--- src/hw/flash_ctl_defs.vh ---
// Purpose: Constants for the flash write and erase sequencer controller.
// Assumes: 20 MHz clock, APB register access with 32-bit data.
// Notes: All offsets are byte addresses of aligned words.
`ifndef FLASH_CTL_DEFS_VH
`define FLASH_CTL_DEFS_VH

// Register byte offsets.
`define REG_CMD_OFS 8'h00
`define REG_ADDR_OFS 8'h04
`define REG_WDATA_OFS 8'h08
`define REG_STATUS_OFS 8'h0C
`define REG_RDATA_OFS 8'h10
`define REG_CTRL_OFS 8'h14

// Operation codes written to the command register.
`define OP_READ_ARRAY 3'h0
`define OP_BYTE_WRITE 3'h1
`define OP_ERASE 3'h2
`define OP_READ_STATUS 3'h3
`define OP_CLEAR_STATUS 3'h4
`define OP_SUSPEND 3'h5
`define OP_RESUME 3'h6

// Device command codes.
`define CODE_WRITE_SETUP 8'h40
`define CODE_WRITE_SETUP_ALT 8'h10
`define CODE_ERASE_SETUP 8'h20
`define CODE_CONFIRM 8'hD0
`define CODE_SUSPEND 8'hB0
`define CODE_READ_STATUS 8'h70
`define CODE_CLEAR_STATUS 8'h50
`define CODE_READ_ARRAY 8'hFF

// Status byte field positions and the mask that keeps the used high bits.
`define SR_READY_BIT 7
`define SR_SUPPLY_LOW_BIT 3
`define SR_USED_MASK 8'hF8

// Controller status register field positions.
`define ST_BUSY_BIT 0
`define ST_DONE_BIT 1
`define ST_REFUSED_BIT 2
`define ST_RB_PIN_BIT 3
`define ST_SR_LSB 8

// Reset values.
`define CTRL_RESET 1'h0
`define ADDR_RESET 20'h00000
`define BYTE_RESET 8'h00

// Pin timing: strobe low time in ns, and cycles derived from the clock rate.
`define CLK_MHZ 20
`define STROBE_NS 100
`define STROBE_CYC ((`STROBE_NS * `CLK_MHZ + 999) / 1000)

`endif

--- src/hw/flash_bus_cycle.v ---
// Purpose: Runs one asynchronous flash bus cycle, a write or a read.
// Assumes: Pin inputs are synchronous to clk_i.
// Notes: Chip select is released after every cycle so status is relatched.
`timescale 1ns/10ps
`default_nettype none
`include "flash_ctl_defs.vh"

module flash_bus_cycle (
  // Clock and reset.
  input wire clk_i,
  input wire rst_i,
  // Request side.
  input wire start_i,
  input wire write_i,
  input wire [7:0] wdata_i,
  output reg [7:0] rdata_o,
  output reg done_o,
  // Flash pins.
  output reg chip_select_n_o,
  output reg output_enable_n_o,
  output reg write_strobe_n_o,
  input wire [7:0] data_i,
  output reg [7:0] data_o,
  output reg data_oe_o
);

  localparam [2:0] PH_IDLE = 3'h0;
  localparam [2:0] PH_SETUP = 3'h1;
  localparam [2:0] PH_STROBE = 3'h2;
  localparam [2:0] PH_HOLD = 3'h3;
  localparam [2:0] PH_RECOV = 3'h4;
  // Strobe count is derived as an integer and cut to the counter width on purpose.
  localparam integer STROBE_INT = (`STROBE_CYC) - 1;
  localparam [3:0] STROBE_LAST = STROBE_INT[3:0];

  reg [2:0] ph_r;
  reg [3:0] cnt_r;
  reg wr_r;

  // Phase sequencer: select, strobe, release strobe, deselect, recover.
  always @(posedge clk_i) begin
    if (rst_i) begin
      ph_r <= PH_IDLE;
      cnt_r <= 4'h0;
      wr_r <= 1'b0;
      rdata_o <= `BYTE_RESET;
      done_o <= 1'b0;
      chip_select_n_o <= 1'b1;
      output_enable_n_o <= 1'b1;
      write_strobe_n_o <= 1'b1;
      data_o <= `BYTE_RESET;
      data_oe_o <= 1'b0;
    end else begin
      done_o <= 1'b0;
      case (ph_r)
        PH_IDLE: begin
          if (start_i) begin
            wr_r <= write_i;
            data_o <= wdata_i;
            data_oe_o <= write_i;
            chip_select_n_o <= 1'b0;
            ph_r <= PH_SETUP;
          end
        end
        PH_SETUP: begin
          write_strobe_n_o <= ~wr_r;
          output_enable_n_o <= wr_r;
          cnt_r <= STROBE_LAST;
          ph_r <= PH_STROBE;
        end
        PH_STROBE: begin
          if (cnt_r == 4'h0) begin
            write_strobe_n_o <= 1'b1;
            output_enable_n_o <= 1'b1;
            if (!wr_r) begin
              rdata_o <= data_i;
            end
            ph_r <= PH_HOLD;
          end else begin
            cnt_r <= cnt_r - 4'h1;
          end
        end
        PH_HOLD: begin
          // deselect so the next read relatches.
          chip_select_n_o <= 1'b1;
          data_oe_o <= 1'b0;
          ph_r <= PH_RECOV;
        end
        PH_RECOV: begin
          done_o <= 1'b1;
          ph_r <= PH_IDLE;
        end
        default: begin
          ph_r <= PH_IDLE;
        end
      endcase
    end
  end

endmodule // flash_bus_cycle

`default_nettype wire

--- src/hw/flash_write_erase_sequencer.v ---
// Purpose: Host controller that drives a byte-wide flash through its pins.
// Assumes: APB slave with zero wait states; pin inputs synchronous to clk_i.
// Notes: Software writes an operation code; the controller runs the
// command cycles, polls status and reports the result.
//
// Added by the designer: the APB interface to the registers and the placing of the registers.
`timescale 1ns/10ps
`default_nettype none
`include "flash_ctl_defs.vh"

module flash_write_erase_sequencer (
  // Clock and reset.
  input wire clk_i,
  input wire rst_i,
  // APB slave.
  input wire psel_i,
  input wire penable_i,
  input wire pwrite_i,
  input wire [7:0] paddr_i,
  input wire [31:0] pwdata_i,
  output wire [31:0] prdata_o,
  output wire pready_o,
  output wire pslverr_o,
  // Flash pins.
  output wire [19:0] flash_addr_o,
  output wire chip_select_n_o,
  output wire output_enable_n_o,
  output wire write_strobe_n_o,
  output wire power_down_reset_n_o,
  input wire ready_busy_n_i,
  input wire [7:0] flash_data_i,
  output wire [7:0] flash_data_o,
  output wire flash_data_oe_o
);

  localparam [1:0] RD_NONE = 2'h0;
  localparam [1:0] RD_ONCE = 2'h1;
  localparam [1:0] RD_POLL = 2'h2;
  localparam [1:0] S_IDLE = 2'h0;
  localparam [1:0] S_FIRST = 2'h1;
  localparam [1:0] S_SECOND = 2'h2;
  localparam [1:0] S_READ = 2'h3;

  reg [1:0] state_r;
  reg [1:0] state_nxt;
  reg [19:0] addr_r;
  reg [7:0] wdata_r;
  reg [7:0] rdata_r;
  reg [7:0] sr_r;
  reg ctrl_pd_r;
  reg done_r;
  reg refused_r;
  reg [7:0] code1_r;
  reg [7:0] code2_r;
  reg second_r;
  reg [1:0] rd_mode_r;
  reg array_rd_r;
  reg clear_op_r;
  reg cyc_start;
  reg cyc_write;
  reg [7:0] cyc_wdata;
  reg [7:0] code1_nxt;
  reg [7:0] code2_nxt;
  reg second_nxt;
  reg [1:0] rd_mode_nxt;
  reg [31:0] prdata_nxt;
  reg finish;
  wire [7:0] cyc_rdata;
  wire cyc_done;
  wire cs_n;
  wire oe_n;
  wire we_n;
  wire [7:0] dout;
  wire doe;
  wire wr_en;
  wire rd_en;
  wire cmd_wr;
  wire busy;
  wire mapped;
  wire start_ok;
  wire [2:0] op;

  assign wr_en = psel_i & penable_i & pwrite_i;
  assign rd_en = psel_i & penable_i & ~pwrite_i;
  assign mapped = (paddr_i == `REG_CMD_OFS) | (paddr_i == `REG_ADDR_OFS) |
                  (paddr_i == `REG_WDATA_OFS) | (paddr_i == `REG_STATUS_OFS) |
                  (paddr_i == `REG_RDATA_OFS) | (paddr_i == `REG_CTRL_OFS);
  assign pready_o = 1'b1;
  assign pslverr_o = psel_i & penable_i & ~mapped;
  assign cmd_wr = wr_en & (paddr_i == `REG_CMD_OFS);
  assign busy = (state_r != S_IDLE);
  assign op = pwdata_i[2:0];
  // refuse write or erase while supply low flag stands.
  assign start_ok = ~(sr_r[`SR_SUPPLY_LOW_BIT] &
                      ((op == `OP_BYTE_WRITE) | (op == `OP_ERASE)));

  // power-down held from the control bit; cycles idle meanwhile.
  assign power_down_reset_n_o = ~ctrl_pd_r;
  // same block address for setup and confirm cycles.
  assign flash_addr_o = addr_r;
  assign chip_select_n_o = cs_n;
  assign output_enable_n_o = oe_n;
  assign write_strobe_n_o = we_n;
  assign flash_data_o = dout;
  assign flash_data_oe_o = doe;
  assign prdata_o = rd_en ? prdata_nxt : 32'h00000000;

  // Command plan per operation code.
  always @* begin
    code1_nxt = `CODE_READ_ARRAY;
    code2_nxt = `BYTE_RESET;
    second_nxt = 1'b0;
    rd_mode_nxt = RD_NONE;
    case (op)
      `OP_BYTE_WRITE: begin
        // setup code then the data byte, then poll.
        code1_nxt = `CODE_WRITE_SETUP;
        code2_nxt = wdata_r;
        second_nxt = 1'b1;
        rd_mode_nxt = RD_POLL;
      end
      `OP_ERASE: begin
        code1_nxt = `CODE_ERASE_SETUP;
        code2_nxt = `CODE_CONFIRM;
        second_nxt = 1'b1;
        rd_mode_nxt = RD_POLL;
      end
      `OP_READ_STATUS: begin
        code1_nxt = `CODE_READ_STATUS;
        rd_mode_nxt = RD_ONCE;
      end
      `OP_CLEAR_STATUS: begin
        code1_nxt = `CODE_CLEAR_STATUS;
      end
      `OP_SUSPEND: begin
        code1_nxt = `CODE_SUSPEND;
        rd_mode_nxt = RD_POLL;
      end
      `OP_RESUME: begin
        code1_nxt = `CODE_CONFIRM;
        rd_mode_nxt = RD_POLL;
      end
      default: begin
        // array read command precedes every array read.
        code1_nxt = `CODE_READ_ARRAY;
        rd_mode_nxt = RD_ONCE;
      end
    endcase
  end

  // Sequencer: next state and cycle requests.
  always @* begin
    state_nxt = state_r;
    cyc_start = 1'b0;
    cyc_write = 1'b1;
    cyc_wdata = code1_r;
    finish = 1'b0;
    case (state_r)
      S_IDLE: begin
        if (cmd_wr & start_ok & ~ctrl_pd_r) begin
          state_nxt = S_FIRST;
          cyc_start = 1'b1;
          cyc_wdata = code1_nxt;
        end
      end
      S_FIRST: begin
        if (cyc_done) begin
          if (second_r) begin
            // confirm or data cycle completes the pair.
            state_nxt = S_SECOND;
            cyc_start = 1'b1;
            cyc_wdata = code2_r;
          end else if (rd_mode_r != RD_NONE) begin
            state_nxt = S_READ;
            cyc_start = 1'b1;
            cyc_write = 1'b0;
          end else begin
            finish = 1'b1;
          end
        end
      end
      S_SECOND: begin
        if (cyc_done) begin
          state_nxt = S_READ;
          cyc_start = 1'b1;
          cyc_write = 1'b0;
        end
      end
      S_READ: begin
        if (cyc_done) begin
          // repeat status reads until ready bit is set.
          if ((rd_mode_r == RD_POLL) & ~cyc_rdata[`SR_READY_BIT]) begin
            cyc_start = 1'b1;
            cyc_write = 1'b0;
          end else begin
            finish = 1'b1;
          end
        end
      end
      default: begin
        state_nxt = S_IDLE;
      end
    endcase
    if (finish) begin
      state_nxt = S_IDLE;
    end
  end

  // Register read multiplexer.
  always @* begin
    prdata_nxt = 32'h00000000;
    case (paddr_i)
      `REG_ADDR_OFS: prdata_nxt = {12'h000, addr_r};
      `REG_WDATA_OFS: prdata_nxt = {24'h000000, wdata_r};
      `REG_STATUS_OFS: begin
        prdata_nxt[`ST_BUSY_BIT] = busy;
        prdata_nxt[`ST_DONE_BIT] = done_r;
        prdata_nxt[`ST_REFUSED_BIT] = refused_r;
        prdata_nxt[`ST_RB_PIN_BIT] = ready_busy_n_i;
        prdata_nxt[`ST_SR_LSB + 7:`ST_SR_LSB] = sr_r;
      end
      `REG_RDATA_OFS: prdata_nxt = {24'h000000, rdata_r};
      `REG_CTRL_OFS: prdata_nxt = {31'h00000000, ctrl_pd_r};
      default: prdata_nxt = 32'h00000000;
    endcase
  end

  // Registers, plan latches and result capture.
  always @(posedge clk_i) begin
    if (rst_i) begin
      state_r <= S_IDLE;
      addr_r <= `ADDR_RESET;
      wdata_r <= `BYTE_RESET;
      rdata_r <= `BYTE_RESET;
      sr_r <= `BYTE_RESET;
      ctrl_pd_r <= `CTRL_RESET;
      done_r <= 1'b0;
      refused_r <= 1'b0;
      code1_r <= `CODE_READ_ARRAY;
      code2_r <= `BYTE_RESET;
      second_r <= 1'b0;
      rd_mode_r <= RD_NONE;
      array_rd_r <= 1'b0;
      clear_op_r <= 1'b0;
    end else begin
      state_r <= state_nxt;
      if (wr_en & ~busy & (paddr_i == `REG_ADDR_OFS)) begin
        addr_r <= pwdata_i[19:0];
      end
      if (wr_en & ~busy & (paddr_i == `REG_WDATA_OFS)) begin
        wdata_r <= pwdata_i[7:0];
      end
      if (wr_en & ~busy & (paddr_i == `REG_CTRL_OFS)) begin
        ctrl_pd_r <= pwdata_i[0];
      end
      if ((state_r == S_IDLE) & cmd_wr & start_ok & ~ctrl_pd_r) begin
        code1_r <= code1_nxt;
        code2_r <= code2_nxt;
        second_r <= second_nxt;
        rd_mode_r <= rd_mode_nxt;
        array_rd_r <= (op == `OP_READ_ARRAY) | (op == 3'h7);
        clear_op_r <= (op == `OP_CLEAR_STATUS);
      end
      if ((state_r == S_READ) & cyc_done) begin
        if (array_rd_r) begin
          rdata_r <= cyc_rdata;
        end else begin
          sr_r <= cyc_rdata & `SR_USED_MASK;
        end
      end else if (finish & clear_op_r) begin
        sr_r <= `BYTE_RESET;
      end
      // Sticky flags: a new event wins over a software clear.
      done_r <= finish |
                (done_r & ~(wr_en & (paddr_i == `REG_STATUS_OFS) &
                            pwdata_i[`ST_DONE_BIT]));
      refused_r <= ((state_r == S_IDLE) & cmd_wr & (~start_ok | ctrl_pd_r)) |
                   (refused_r & ~(wr_en & (paddr_i == `REG_STATUS_OFS) &
                                  pwdata_i[`ST_REFUSED_BIT]));
    end
  end

  // One flash bus cycle at a time.
  flash_bus_cycle u_cycle (
    .clk_i(clk_i),
    .rst_i(rst_i),
    .start_i(cyc_start),
    .write_i(cyc_write),
    .wdata_i(cyc_wdata),
    .rdata_o(cyc_rdata),
    .done_o(cyc_done),
    .chip_select_n_o(cs_n),
    .output_enable_n_o(oe_n),
    .write_strobe_n_o(we_n),
    .data_i(flash_data_i),
    .data_o(dout),
    .data_oe_o(doe)
  );

endmodule // flash_write_erase_sequencer

`default_nettype wire

--- config.mk ---
export PLATFORM = sky130hd
export DESIGN_NAME = flash_write_erase_sequencer
export DESIGN_NICKNAME = d
export VERILOG_FILES = /design/src/hw/flash_bus_cycle.v /design/src/hw/flash_write_erase_sequencer.v
export VERILOG_INCLUDE_DIRS = /design/src /design/src/hw
export SDC_FILE = /design/constraint.sdc
export NUM_CORES = 1
export LEC_CHECK = 0
export BUFFER_PORTS_ARGS = -buffer_cell sky130_fd_sc_hd__buf_2
export CORE_MARGIN = 1.5
export CORE_UTILIZATION = 53
export DETAILED_ROUTE_END_ITERATION = 10
export GPL_TIMING_DRIVEN = 0
export PLACE_DENSITY_LB_ADDON = 0.3
export SLEW_MARGIN = 25
export SYNTH_ARGS = -nofsm -noshare
export SYNTH_HDL_FRONTEND = slang
export SYNTH_SLANG_ARGS = --single-unit
--- constraint.sdc ---
create_clock -name clk_i -period 2.85 [get_ports clk_i]
set_clock_uncertainty 0.05 [all_clocks]
set_input_delay 0 -clock clk_i [delete_from_list [all_inputs] [get_ports clk_i]]
set_output_delay 0 -clock clk_i [all_outputs]
set_load 0.005 [all_outputs]
-- After elaboration in Yosys (flattened, before gate mapping)
Index checks and enable logic that the tools add are counted.
- muxes and demuxes: 54
- equality and inequality tests: 28
- add/subtract/negate cells: 1
- bitwise gates (word level): 43
- reduce and logical (&&, ||, !) cells: 23
- operators by type and width (cell ; number):
    $mux W8 ; 6
    $pmux W8 S2 ; 3
    $pmux W8 S6 ; 1
    $mux W32 ; 1
    $and A1 B1 Y1 ; 24
    $mux W1 ; 21
    $pmux W4 S5 ; 1
    $eq A8 B4 Y1 const B ; 2
    $eq A8 B5 Y1 const B ; 2
    $eq A3 B3 Y1 const B ; 5
    $reduce_and A2 Y1 ; 7
    $eq A3 B2 Y1 const B ; 4
    $pmux W3 S4 ; 1
    $pmux W4 S3 ; 1
    $mux W2 ; 5
    $or A1 B1 Y1 ; 10
    $pmux W1 S2 ; 5
    $reduce_bool A2 Y1 ; 5
    $not A1 Y1 ; 9
    $eq A8 B3 Y1 const B ; 1
    $logic_not A8 Y1 ; 1
    $mux W4 ; 2
    $ne A2 B2 Y1 const B ; 4
    $pmux W4 S2 ; 1
    other kinds (19) ; 27
- output and inout bits: 67
- flip-flop bits (word level): 99

-- Depth between registers and ports, before layout
Gate-level depths: netlist of the first run.
- word-level depth: 10
- depth in mapped cells: 8
- gate-level depth less buffers: 7

-- Hierarchy
A second synthesis of the first run with hierarchy kept.
- cells, all modules: 586
- area total of the unflattened synthesis: 4753.3 µm²
- modules (own cells, without submodules) (module ; area each (µm²) ; times used ; cells each):
    flash_write_erase_sequencer ; 3460.8 ; 1 ; 445
    flash_bus_cycle ; 1292.5 ; 1 ; 141

-- Worst setup path before layout of the first run
OpenSTA, ideal clock, no wires.
- path type: register to register
- start point: reg state_r[0]
- end point: reg u_cycle.data_o[4]
- arrival time: 1837 ps
- period minus slack after synthesis: 2023 ps
- data required time: 2664 ps
- slack: 827 ps
- stages on the path, launching flop included: 9
- path buffers: 2
- library setup time: 136 ps
- path through: dfxtp_1 -> ha_1 -> clkbuf_1 -> nor2b_1 -> a221o_1 -> and3b_1 -> clkbuf_1 -> o31ai_1 -> a41oi_1
- word-level cells in the longest chain between the ends: 3
- elaborated cells between the ends (all ways): 7
- ends and longest elaborated chain (what ; RTL line ; text):
    start: declaration ; flash_write_erase_sequencer.v:44 ; reg [1:0] state_r;
    start signal: assignment ; flash_write_erase_sequencer.v:246 ; state_r <= state_nxt;
    $eq A2 B2 Y1, or another cell as far along ; flash_write_erase_sequencer.v:158 ; case (state_r)
    $pmux W1 S4 ; flash_write_erase_sequencer.v:158 ;
    $reduce_and A2 Y1 (no line) ; - ;
    end signal: assignment ; flash_bus_cycle.v:51 ; data_o <= `BYTE_RESET;
    end signal: assignment ; flash_bus_cycle.v:59 ; data_o <= wdata_i;
    end: declaration ; flash_bus_cycle.v:23 ; output reg [7:0] data_o,
Several ways; a longest one is shown, not always the timed one.
A chain may end at the register's enable or synchronous reset.

-- Worst setup path after layout of the first run
- start point: reg state_r[0]
- end point: reg u_cycle.data_o[5]
Same word-level chain as after synthesis.

==> metrics.csv, run 1 <==
metric;value;unit
status;finished, final reports clean;
path_class;reg -> reg;
diodes;0;
power;2.43;mW
clk_pin_slew;100;ps
num-nets-final;771;
synth.avg_cell_area;7.93;um2
p_leak;2.32;nW
cts_resized;0;
netlist_top_cells_area;dfxtp_1 41%, nand2_1 8.5%, a21oi_1 7.6%, nor2_1 4.5%, mux2i_1 4.4%;
grt_antenna_before_repair;0;
yosys-top-cells-count;102 x nand2_1, 93 x dfxtp_1, 69 x a21oi_1;
initial_utilization;54.9;%
vias;4665;
dieHeight;95.5;um
slew_violations;0;
hp-start;paddr_i[3];
synth_most_common_cell;nand2_1;
ys_ff_latch;93;
drtIter0Drc;324;
powerDensity;432;nW/um2
synth_edf_count;0;
viasPerCell;5.68;
min_period;2570;ps
reg2reg_to;u_cycle.data_o[5]$_SDFFE_PP0P_;
first_global_vias;4172;
die_w;95.5;um
peakVddDrop;0.000288;V
endpoint_kind;flip-flop;
multi_input_area;2430;um2
r2r_slack;280;ps
hold_violations;0;
wire_per_inst;15.9;um
insertion_delay;380;ps
hold_path_end;refused_r$_SDFF_PP0_;
rsz0062_at_grt;false;
synthFlopType;dfxtp_1;
hold_buffers;25;
post_cts_buffers;0;
port_buffers;93;
clockBufferDepth;2;
synth_cells;571;
grt_overflow;0;
hold_path_class;in -> reg;
cp.arrival;2820;ps
fmax;390;MHz
placementRows;33;
clk_root_buffer_cell;clkbuf_8;
post_synth_num_cell_types;57;
dp_hpwl;9530;um
finalSetupViolCount;0;
worst_slew_pin_slew;878;ps
grt_pass1_wl;20000;um
synth_area_leader_cell;dfxtp_1;
core;8260;um2
path_max_fanout;7;
finalWirelength;13000;um
worstSetupStartpointType;flip-flop;
fillers;682;
cts_max_level;3;
cts_buffers;9;
post-route-period-util;90.0;%
ys_warn_count;0;
hold_depth;4;
die-area;9110;um2
pin_count;121;
area_growth;24.4;%
maxSlewHeadroom;41.2;%
maxCapViolations;0;
drt_pass1_iterations;5;
place.gp.congestion;0.970;
regArea;1860;um2
route.detailed.drc;0;
drtAntennaViolNets;0;
drive_gt1_share;19.7;%
timing.rr.start;state_r[0]$_SDFFE_PP0P_;
cts_sinks;93;
grt_max_degree;19;
fin_tns_setup;0;ps
synth.top_cell.area_share;41.1;%
yosysSeqAreaShare;41.1;%
cts_tree;built;
syn_area;4530;um2
async_flop_share;0;%
r2r_cells;8;
grt.total_usage;28.7;%
critical_path_required;3100;ps
==> cells by family after synthesis <==
group                    count (synthesis)  share of synthesized area [%]
adder cells (fa/ha/maj)                  6                           1.66
AO/OA/AOI/OAI                          141                           18.7
other                                    2                          0.166
XOR/XNOR                                 5                          0.967
buffers and inverters                   58                           6.16
flip-flops                              93                           41.1
multiplexers                            21                           4.67
AND/OR/NAND/NOR                        245                           26.6
==> worst max-delay path by stage <==
stage          depth (start not counted)                    start  slack [ps]                              to
3_3_place_gp                           8  state_r[0]$_SDFFE_PP0P_         390  u_cycle.data_o[5]$_SDFFE_PP0P_
5_1_grt                                8  state_r[0]$_SDFFE_PP0P_         160  u_cycle.data_o[5]$_SDFFE_PP0P_
2_1_floorplan                          8  state_r[0]$_SDFFE_PP0P_         830  u_cycle.data_o[4]$_SDFFE_PP0P_
4_1_cts                                8  state_r[0]$_SDFFE_PP0P_         310  u_cycle.data_o[5]$_SDFFE_PP0P_
6_report                               8  state_r[0]$_SDFFE_PP0P_         280  u_cycle.data_o[5]$_SDFFE_PP0P_
3_5_place_dp                           8  state_r[0]$_SDFFE_PP0P_         350  u_cycle.data_o[5]$_SDFFE_PP0P_
==> per-stage QoR <==
stage	area, um2	setup slack, ps	util (%)	std cells	hold WS, ps
after global routing	5630	156	68.2	821	85.5
final	5630	285	68.2	821	62.2
after floorplan	4570	827	-	582	61.7
after CTS	5630	306	68.2	821	43.3
after global placement	5170	388	62.6	780	186
after detailed placement	5170	352	62.6	780	194
==> flip-flops by register name, summed over array words and instances (netlist names), 3 cells and up <==
signal           count
u_cycle.rdata_o      8
rdata_r              8
u_cycle.data_o       8
u_cycle.cnt_r        4
wdata_r              8
code1_r              5
sr_r                 5
flash_addr_o        20
code2_r              8
u_cycle.ph_r         3
==> report_power, final <==
| part | switching [mW] | total [mW] | internal, mW |
|---|---|---|---|
| clock network | 0.525 | 0.951 | 0.427 |
| logic | 0.101 | 0.181 | 0.0798 |
| registers | 0.00108 | 1.30 | 1.30 |
==> layer usage <==
metal / vias up / part of all wire [%] / track usage, %
li1: 2264 / - / -
met1: 2210 / 42 / 36.4
met2: 172 / 50 / 49.5
met3: 19 / 6.0 / 3.75
met4: 0 / 1.7 / 10.3
met5: - / 0 / 0
==> layout by cell type (no fill, tap or decap), types with 5 or more instances in the layout <==
cell and n:
nor2_1 54, clkbuf_1 25, ha_1 6, buf_2 100, buf_4 14, a22oi_1 17, o21ai_0 18, or3_1 5
nand3_1 12, conb_1 13, mux2i_1 20, and3_1 15, nor3_1 15, a21oi_1 69, dfxtp_1 93, inv_1 11
nand2_1 102, o31ai_1 9, dlygate4sd3_1 25, a211oi_1 5, clkbuf_8 9, nor2b_1 6
==> critical path, cell delays in order (launching register included) <==
cell,delay [ps]
dfxtp_1,350
inv_1,90
ha_1,360
nand4_1,280
nor4b_2,570
and2_1,220
clkbuf_1,230
nand2_1,130
a41oi_1,220
==> layout make-up <==
cell class / instances / share of cell area [%]
multi-input combinational: 431 / 43.1
inverter: 12 / 0.799
clock inverter: 7 / 1.62
sequential: 93 / 33.0
buffer: 46 / 4.15
clock buffer: 9 / 2.20
timing repair buffer: 118 / 12.7
tap: 105 / 2.33
Note: power is estimated with default switching activity, not from simulation.
==> inputs of run 2 (changes only) <==
--- a/config.mk
+++ b/config.mk
@@ -12,6 +12,7 @@
 export DETAILED_ROUTE_END_ITERATION = 10
 export GPL_TIMING_DRIVEN = 0
 export PLACE_DENSITY_LB_ADDON = 0.3
+export RECOVER_POWER = 25
 export SLEW_MARGIN = 25
 export SYNTH_ARGS = -nofsm -noshare
 export SYNTH_HDL_FRONTEND = slang
==> run 2 against run 1 <==
Effect of this change: cell count unchanged; first-iteration DRC count increased by 16%; die area unchanged; sequential share of layout area increased by 0.14 points; power about the same; critical path type unchanged; critical endpoint unchanged; largest cell class unchanged; largest power group unchanged; highest routed layer unchanged.
==> metrics.csv, run 2 (same netlist as run 1, synthesis figures left out) <==
metric;value;unit;change
fmax;392;MHz;+0.50%
worst-path-stages;8;;unchanged
p_leak;2.24;nW;-3.5%
powerDensity;434;nW/um2;+0.50%
slowest_delay;560;ps;about the same
cts_buffers;9;;unchanged
post-route-period-util;89.6;%;-0.45 points
vias;4673;;+0.17%
drtIter0Drc;377;;+16%
initial_utilization;54.9;%;unchanged
clk_pin_slew;100;ps;about the same
pre_cts_ws;352;ps;unchanged
wire_per_inst;16.1;um;+1.2%
dieHeight;95.5;um;unchanged
r2r_cells;8;;unchanged
viasPerCell;5.69;;+0.17%
peakVddDrop;0.000288;V;-0.11%
core;8260;um2;unchanged
grt_overflow;0;;unchanged
drt_pass1_iterations;6;;+1
final_common_cell;nand2_1;;
layout_common_cells;102 x nand2_1, 93 x dfxtp_1, 81 x buf_2, 69 x a21oi_1, 54 x nor2_1;;
drtAntennaViolNets;0;;unchanged
grt_max_degree;19;;unchanged
first_global_vias;4172;;unchanged
cp.arrival;2800;ps;-20 ps
die_w;95.5;um;unchanged
power;2.43;mW;about the same
route.detailed.drc;0;;unchanged
num-nets-final;771;;unchanged
worst_slack;297;ps;+12.8 ps
timing.rr.start;state_r[0]$_SDFFE_PP0P_;;
insertion_delay;380;ps;about the same
critical_path_required;3100;ps;about the same
diodes;0;;unchanged
rsz0062_at_grt;false;;
worstSetupStartpointType;flip-flop;;
hold_violations;0;;unchanged
area_growth;23.8;%;
largest_register_ffs;20;;unchanged
grt_antenna_before_repair;0;;unchanged
finalSetupViolCount;0;;unchanged
fin_tns_setup;0;ps;unchanged
worst_slew_pin_slew;878;ps;-0.238 ps
hold_depth;4;;unchanged
slew_violations;0;;unchanged
port_buffers;93;;unchanged
die-area;9110;um2;unchanged
status;finished, final reports clean;;
hp-start;paddr_i[3];;
clockBufferDepth;2;;unchanged
crit_buf_inv;2;;unchanged
dp_hpwl;9530;um;unchanged
dpl_cell_area;5170;um2;unchanged
endpoint_kind;flip-flop;;
cts_tree;built;;
maxSlewHeadroom;41.2;%;about the same
cts_sinks;93;;unchanged
grt_pass1_wl;20000;um;unchanged
placementRows;33;;unchanged
path_max_fanout;7;;unchanged
cts_max_level;3;;unchanged
worstSetupStartpoint;state_r[0]$_SDFFE_PP0P_;;
hold_path_class;in -> reg;;
utilization;67.9;%;-0.29 points
maxCapViolations;0;;unchanged
crit_chain;inv_1, ha_1, nand4_1, nor4b_2, and2_1, clkbuf_1, nand2_1, a41oi_1;;
path_class;reg -> reg;;
final_area;5610;um2;-0.42%
place.gp.congestion;0.970;;unchanged
cp_slowest_cell;nor4b_2;;
pin_count;121;;unchanged
finalWirelength;13200;um;+1.2%
clk_root_buffer_cell;clkbuf_8;;
crit_family;simple AND/OR/NAND/NOR gates;;
min_period;2550;ps;-12.8 ps
grt.total_usage;28.7;%;unchanged
drive_gt1_share;17.0;%;-2.7 points
run 2: cell types whose count changed in the layout (fill, tap and decap cells not counted):
cell / delta
buf_2: -19
clkbuf_1: +18
buf_1: +1
run 2: per-stage QoR:
step,instances,hold slack (ps)
floorplan,582,61.7
global placement,780,186
detailed placement,780,194
CTS,821,43.3
global route,821,85.5
finish,821,61.9
run 2: path summary, 6_finish.rpt:
| kind | to | slack (ps) |
|---|---|---|
| worst max-delay path | u_cycle.data_o[5]$_SDFFE_PP0P_ | 300 |
| worst min-delay path | refused_r$_SDFF_PP0_ | 60 |
| worst max register to register | u_cycle.data_o[5]$_SDFFE_PP0P_ | 300 |
| worst min register to register | u_cycle.chip_select_n_o$_SDFFE_PP1P_ | 410 |
run 2: power breakdown:
| part | switching, mW | total, mW | internal [mW] |
|---|---|---|---|
| logic | 0.102 | 0.182 | 0.0798 |
| clock network | 0.526 | 0.952 | 0.427 |
| registers | 0.00109 | 1.30 | 1.30 |
run 2: worst min-delay path: cells and delay by family:
kind            cells  cell delay, ps
simple gates        1             140
buf+inv             1             140
compound gates      2             160
run 2: per-layer routing:
layer | GRT usage [%] | up-vias | routed length (um)
met5 | 0 | - | 0
met4 | 10.3 | 0 | 219
met3 | 3.75 | 25 | 816
met2 | 49.5 | 200 | 6570
met1 | 36.4 | 2186 | 5590
li1 | - | 2262 | -
run 2: final cells by class:
type | instances | area, um2
Multi-Input combinational cell | 431 | 2430
Clock inverter | 7 | 91.3
Timing Repair Buffer | 118 | 692
Buffer | 46 | 234
Inverter | 12 | 45.0
Fill cell | 694 | 2650
Tap cell | 105 | 131
Sequential cell | 93 | 1860
Clock buffer | 9 | 124
run 2: timing repair:
action / in CTS / in global routing
buffers inserted: 0 / 0
hold buffers: 25 / 0
hold endpoints to repair: 30 / 0
resized for setup: 0 / 0
==> inputs of run 3 (changes only) <==
--- a/config.mk
+++ b/config.mk
@@ -8,7 +8,7 @@
 export LEC_CHECK = 0
 export BUFFER_PORTS_ARGS = -buffer_cell sky130_fd_sc_hd__buf_2
 export CORE_MARGIN = 1.5
-export CORE_UTILIZATION = 53
+export CORE_UTILIZATION = 35
 export DETAILED_ROUTE_END_ITERATION = 10
 export GPL_TIMING_DRIVEN = 0
 export PLACE_DENSITY_LB_ADDON = 0.3
==> run 3 against run 2 <==
Effect of this change: cell count increased by 8.2%; sequential cell count unchanged; critical path depth decreased by 1; power up 8.2%; register-to-register slack better by 120 ps; global-route usage is 9.2 points lower; largest power group unchanged.
==> metrics.csv, run 3 (same netlist as run 1, synthesis figures left out) <==
metric;value;unit;change
vias;4639;;-0.73%
drive_gt1_share;16.2;%;-0.84 points
fmax;411;MHz;+4.8%
r2r_cells;7;;-1
wire_per_inst;15.4;um;-4.4%
grt_antenna_before_repair;0;;unchanged
crit_chain;inv_1, ha_1, and4_1, nand2_1, nor4_4, nor2_2, a211oi_1;;
post_cts_buffers;0;;unchanged
grt.total_usage;19.5;%;-9.2 points
core;12600;um2;+53%
powerDensity;458;nW/um2;+5.5%
clockBufferDepth;2;;unchanged
fin_tns_setup;0;ps;unchanged
slowest_delay;630;ps;+70 ps
maxSlewHeadroom;37.7;%;-3.5 points
finalSetupViolCount;0;;unchanged
p_leak;2.25;nW;+0.51%
critical_path_required;3060;ps;-40 ps
drtAntennaViolNets;0;;unchanged
post-route-period-util;85.4;%;-4.1 points
timing.rr.start;state_r[0]$_SDFFE_PP0P_;;
grt_use_met2;32.4;%;-17 points
place_inst;847;;+8.6%
min_period;2430;ps;-118 ps
die-area;13600;um2;+50%
grt_max_degree;17;;-2
cts_tree;built;;
grtUsageMet1;26.2;%;-10 points
worst_slew_pin_slew;931;ps;+52.7 ps
cts_sinks;93;;unchanged
drt_pass1_iterations;5;;-1
first_global_vias;4047;;-3.0%
pin_count;121;;unchanged
initial_utilization;35.9;%;-19 points
dpl_cell_area;5250;um2;+1.6%
cts_buffers;9;;unchanged
grt.met3_usage;1.80;%;-1.9 points
num-nets-final;771;;unchanged
largest_register_ffs;20;;unchanged
grt_pass1_wl;20500;um;+2.4%
finalWirelength;13600;um;+3.4%
utilization;45.6;%;-22 points
final_common_cell;nand2_1;;
maxCapViolations;0;;unchanged
hp-start;paddr_i[3];;
die_w;117;um;+22%
path_max_fanout;10;;+3
cp_slowest_cell;nor4_4;;
clk_pin_slew;70;ps;-30 ps
port_buffers;93;;unchanged
hold_path_class;in -> reg;;
diodes;0;;unchanged
busiest_layer;met2;;
area_growth;27.0;%;
clk_root_buffer_cell;clkbuf_16;;
cp.arrival;2650;ps;-150 ps
final_area;5750;um2;+2.6%
hold_path_end;refused_r$_SDFF_PP0_;;
dp_hpwl;10300;um;+7.8%
cts_max_level;3;;unchanged
reg2reg_to;u_cycle.data_oe_o$_SDFFE_PP0P_;;
power;2.63;mW;+8.2%
place.gp.congestion;0.898;;-7.5%
insertion_delay;350;ps;-30 ps
grt_overflow;0;;unchanged
hold_depth;4;;unchanged
instances_no_fill;888;;+8.2%
layout_common_cells;102 x nand2_1, 93 x dfxtp_1, 75 x buf_2, 69 x a21oi_1, 54 x nor2_1;;
placementRows;41;;+24%
status;finished, final reports clean;;
drtIter0Drc;345;;-8.5%
peakVddDrop;0.000228;V;-21%
slew_violations;0;;unchanged
r2r_slack;420;ps;+120 ps
worstSetupStartpointType;flip-flop;;
dieHeight;117;um;+22%
hold_violations;0;;unchanged
rsz0062_at_grt;false;;
endpoint_kind;flip-flop;;
path_class;reg -> reg;;
fillers;1309;;+89%
route.detailed.drc;0;;unchanged
viasPerCell;5.22;;-8.2%
-- run 3: cell count changes in the layout (fill, tap and decap cells not counted), sizes merged --
cell,previous run,this run
clkbuf,52,60
buf,96,89
bufinv,1,0
-- run 3: worst max-delay path by stage --
stage	startpoint	slack (ps)	to
final	state_r[0]$_SDFFE_PP0P_	420	u_cycle.data_oe_o$_SDFFE_PP0P_
after global routing	state_r[1]$_SDFFE_PP0P_	250	code1_r[6]$_SDFFE_PP1P_
after CTS	state_r[0]$_SDFFE_PP0P_	430	code1_r[6]$_SDFFE_PP1P_
after detailed placement	state_r[0]$_SDFFE_PP0P_	460	u_cycle.data_oe_o$_SDFFE_PP0P_
after global placement	state_r[0]$_SDFFE_PP0P_	430	code1_r[6]$_SDFFE_PP1P_
after floorplan	state_r[0]$_SDFFE_PP0P_	830	u_cycle.data_o[4]$_SDFFE_PP0P_
-- run 3: area by class of cell --
class	instances	area (um2)	area share (%)
multi-input cells	431	2430	42.2
flip-flops and latches	93	1860	32.4
repair buffers	118	684	11.9
clock buffers	10	239	4.15
plain buffers	46	234	4.07
well taps	172	215	3.74
inverters	12	45.0	0.783
clock inverters	6	43.8	0.761
-- run 3: metal layers --
metal  wire length (um)  up-vias
met5                  0        -
met4                261        0
met3                524       22
met2               6740      128
met1               6110     2231
li1                   -     2258
-- run 3: critical path, delay by kind of cell (launching register included) --
kind	cells	cell delay, ps
buf+inv	1	90
simple gates	4	1270
fa+ha+maj	1	350
compound gates	1	250
flops	1	340
-- run 3: through the flow --
| step | hold slack, ps | setup slack [ps] |
|---|---|---|
| 6_report | 94.8 | 415 |
| 5_1_grt | 148 | 254 |
| 4_1_cts | 76.2 | 435 |
| 3_5_place_dp | 194 | 460 |
| 3_3_place_gp | 186 | 432 |
| 2_1_floorplan | 61.7 | 827 |
-- run 3: where the power goes --
| part | total [mW] | internal [mW] | leakage [nW] | switching, mW |
|---|---|---|---|---|
| Combinational | 0.182 | 0.0798 | 1.36 | 0.103 |
| Clock | 1.15 | 0.621 | 0.140 | 0.529 |
| Sequential | 1.30 | 1.30 | 0.749 | 0.00106 |
-- run 3: repair_timing --
action,in CTS,in global routing
endpoints found under the hold margin,30,0
gates resized for setup,0,0
hold buffers,25,0
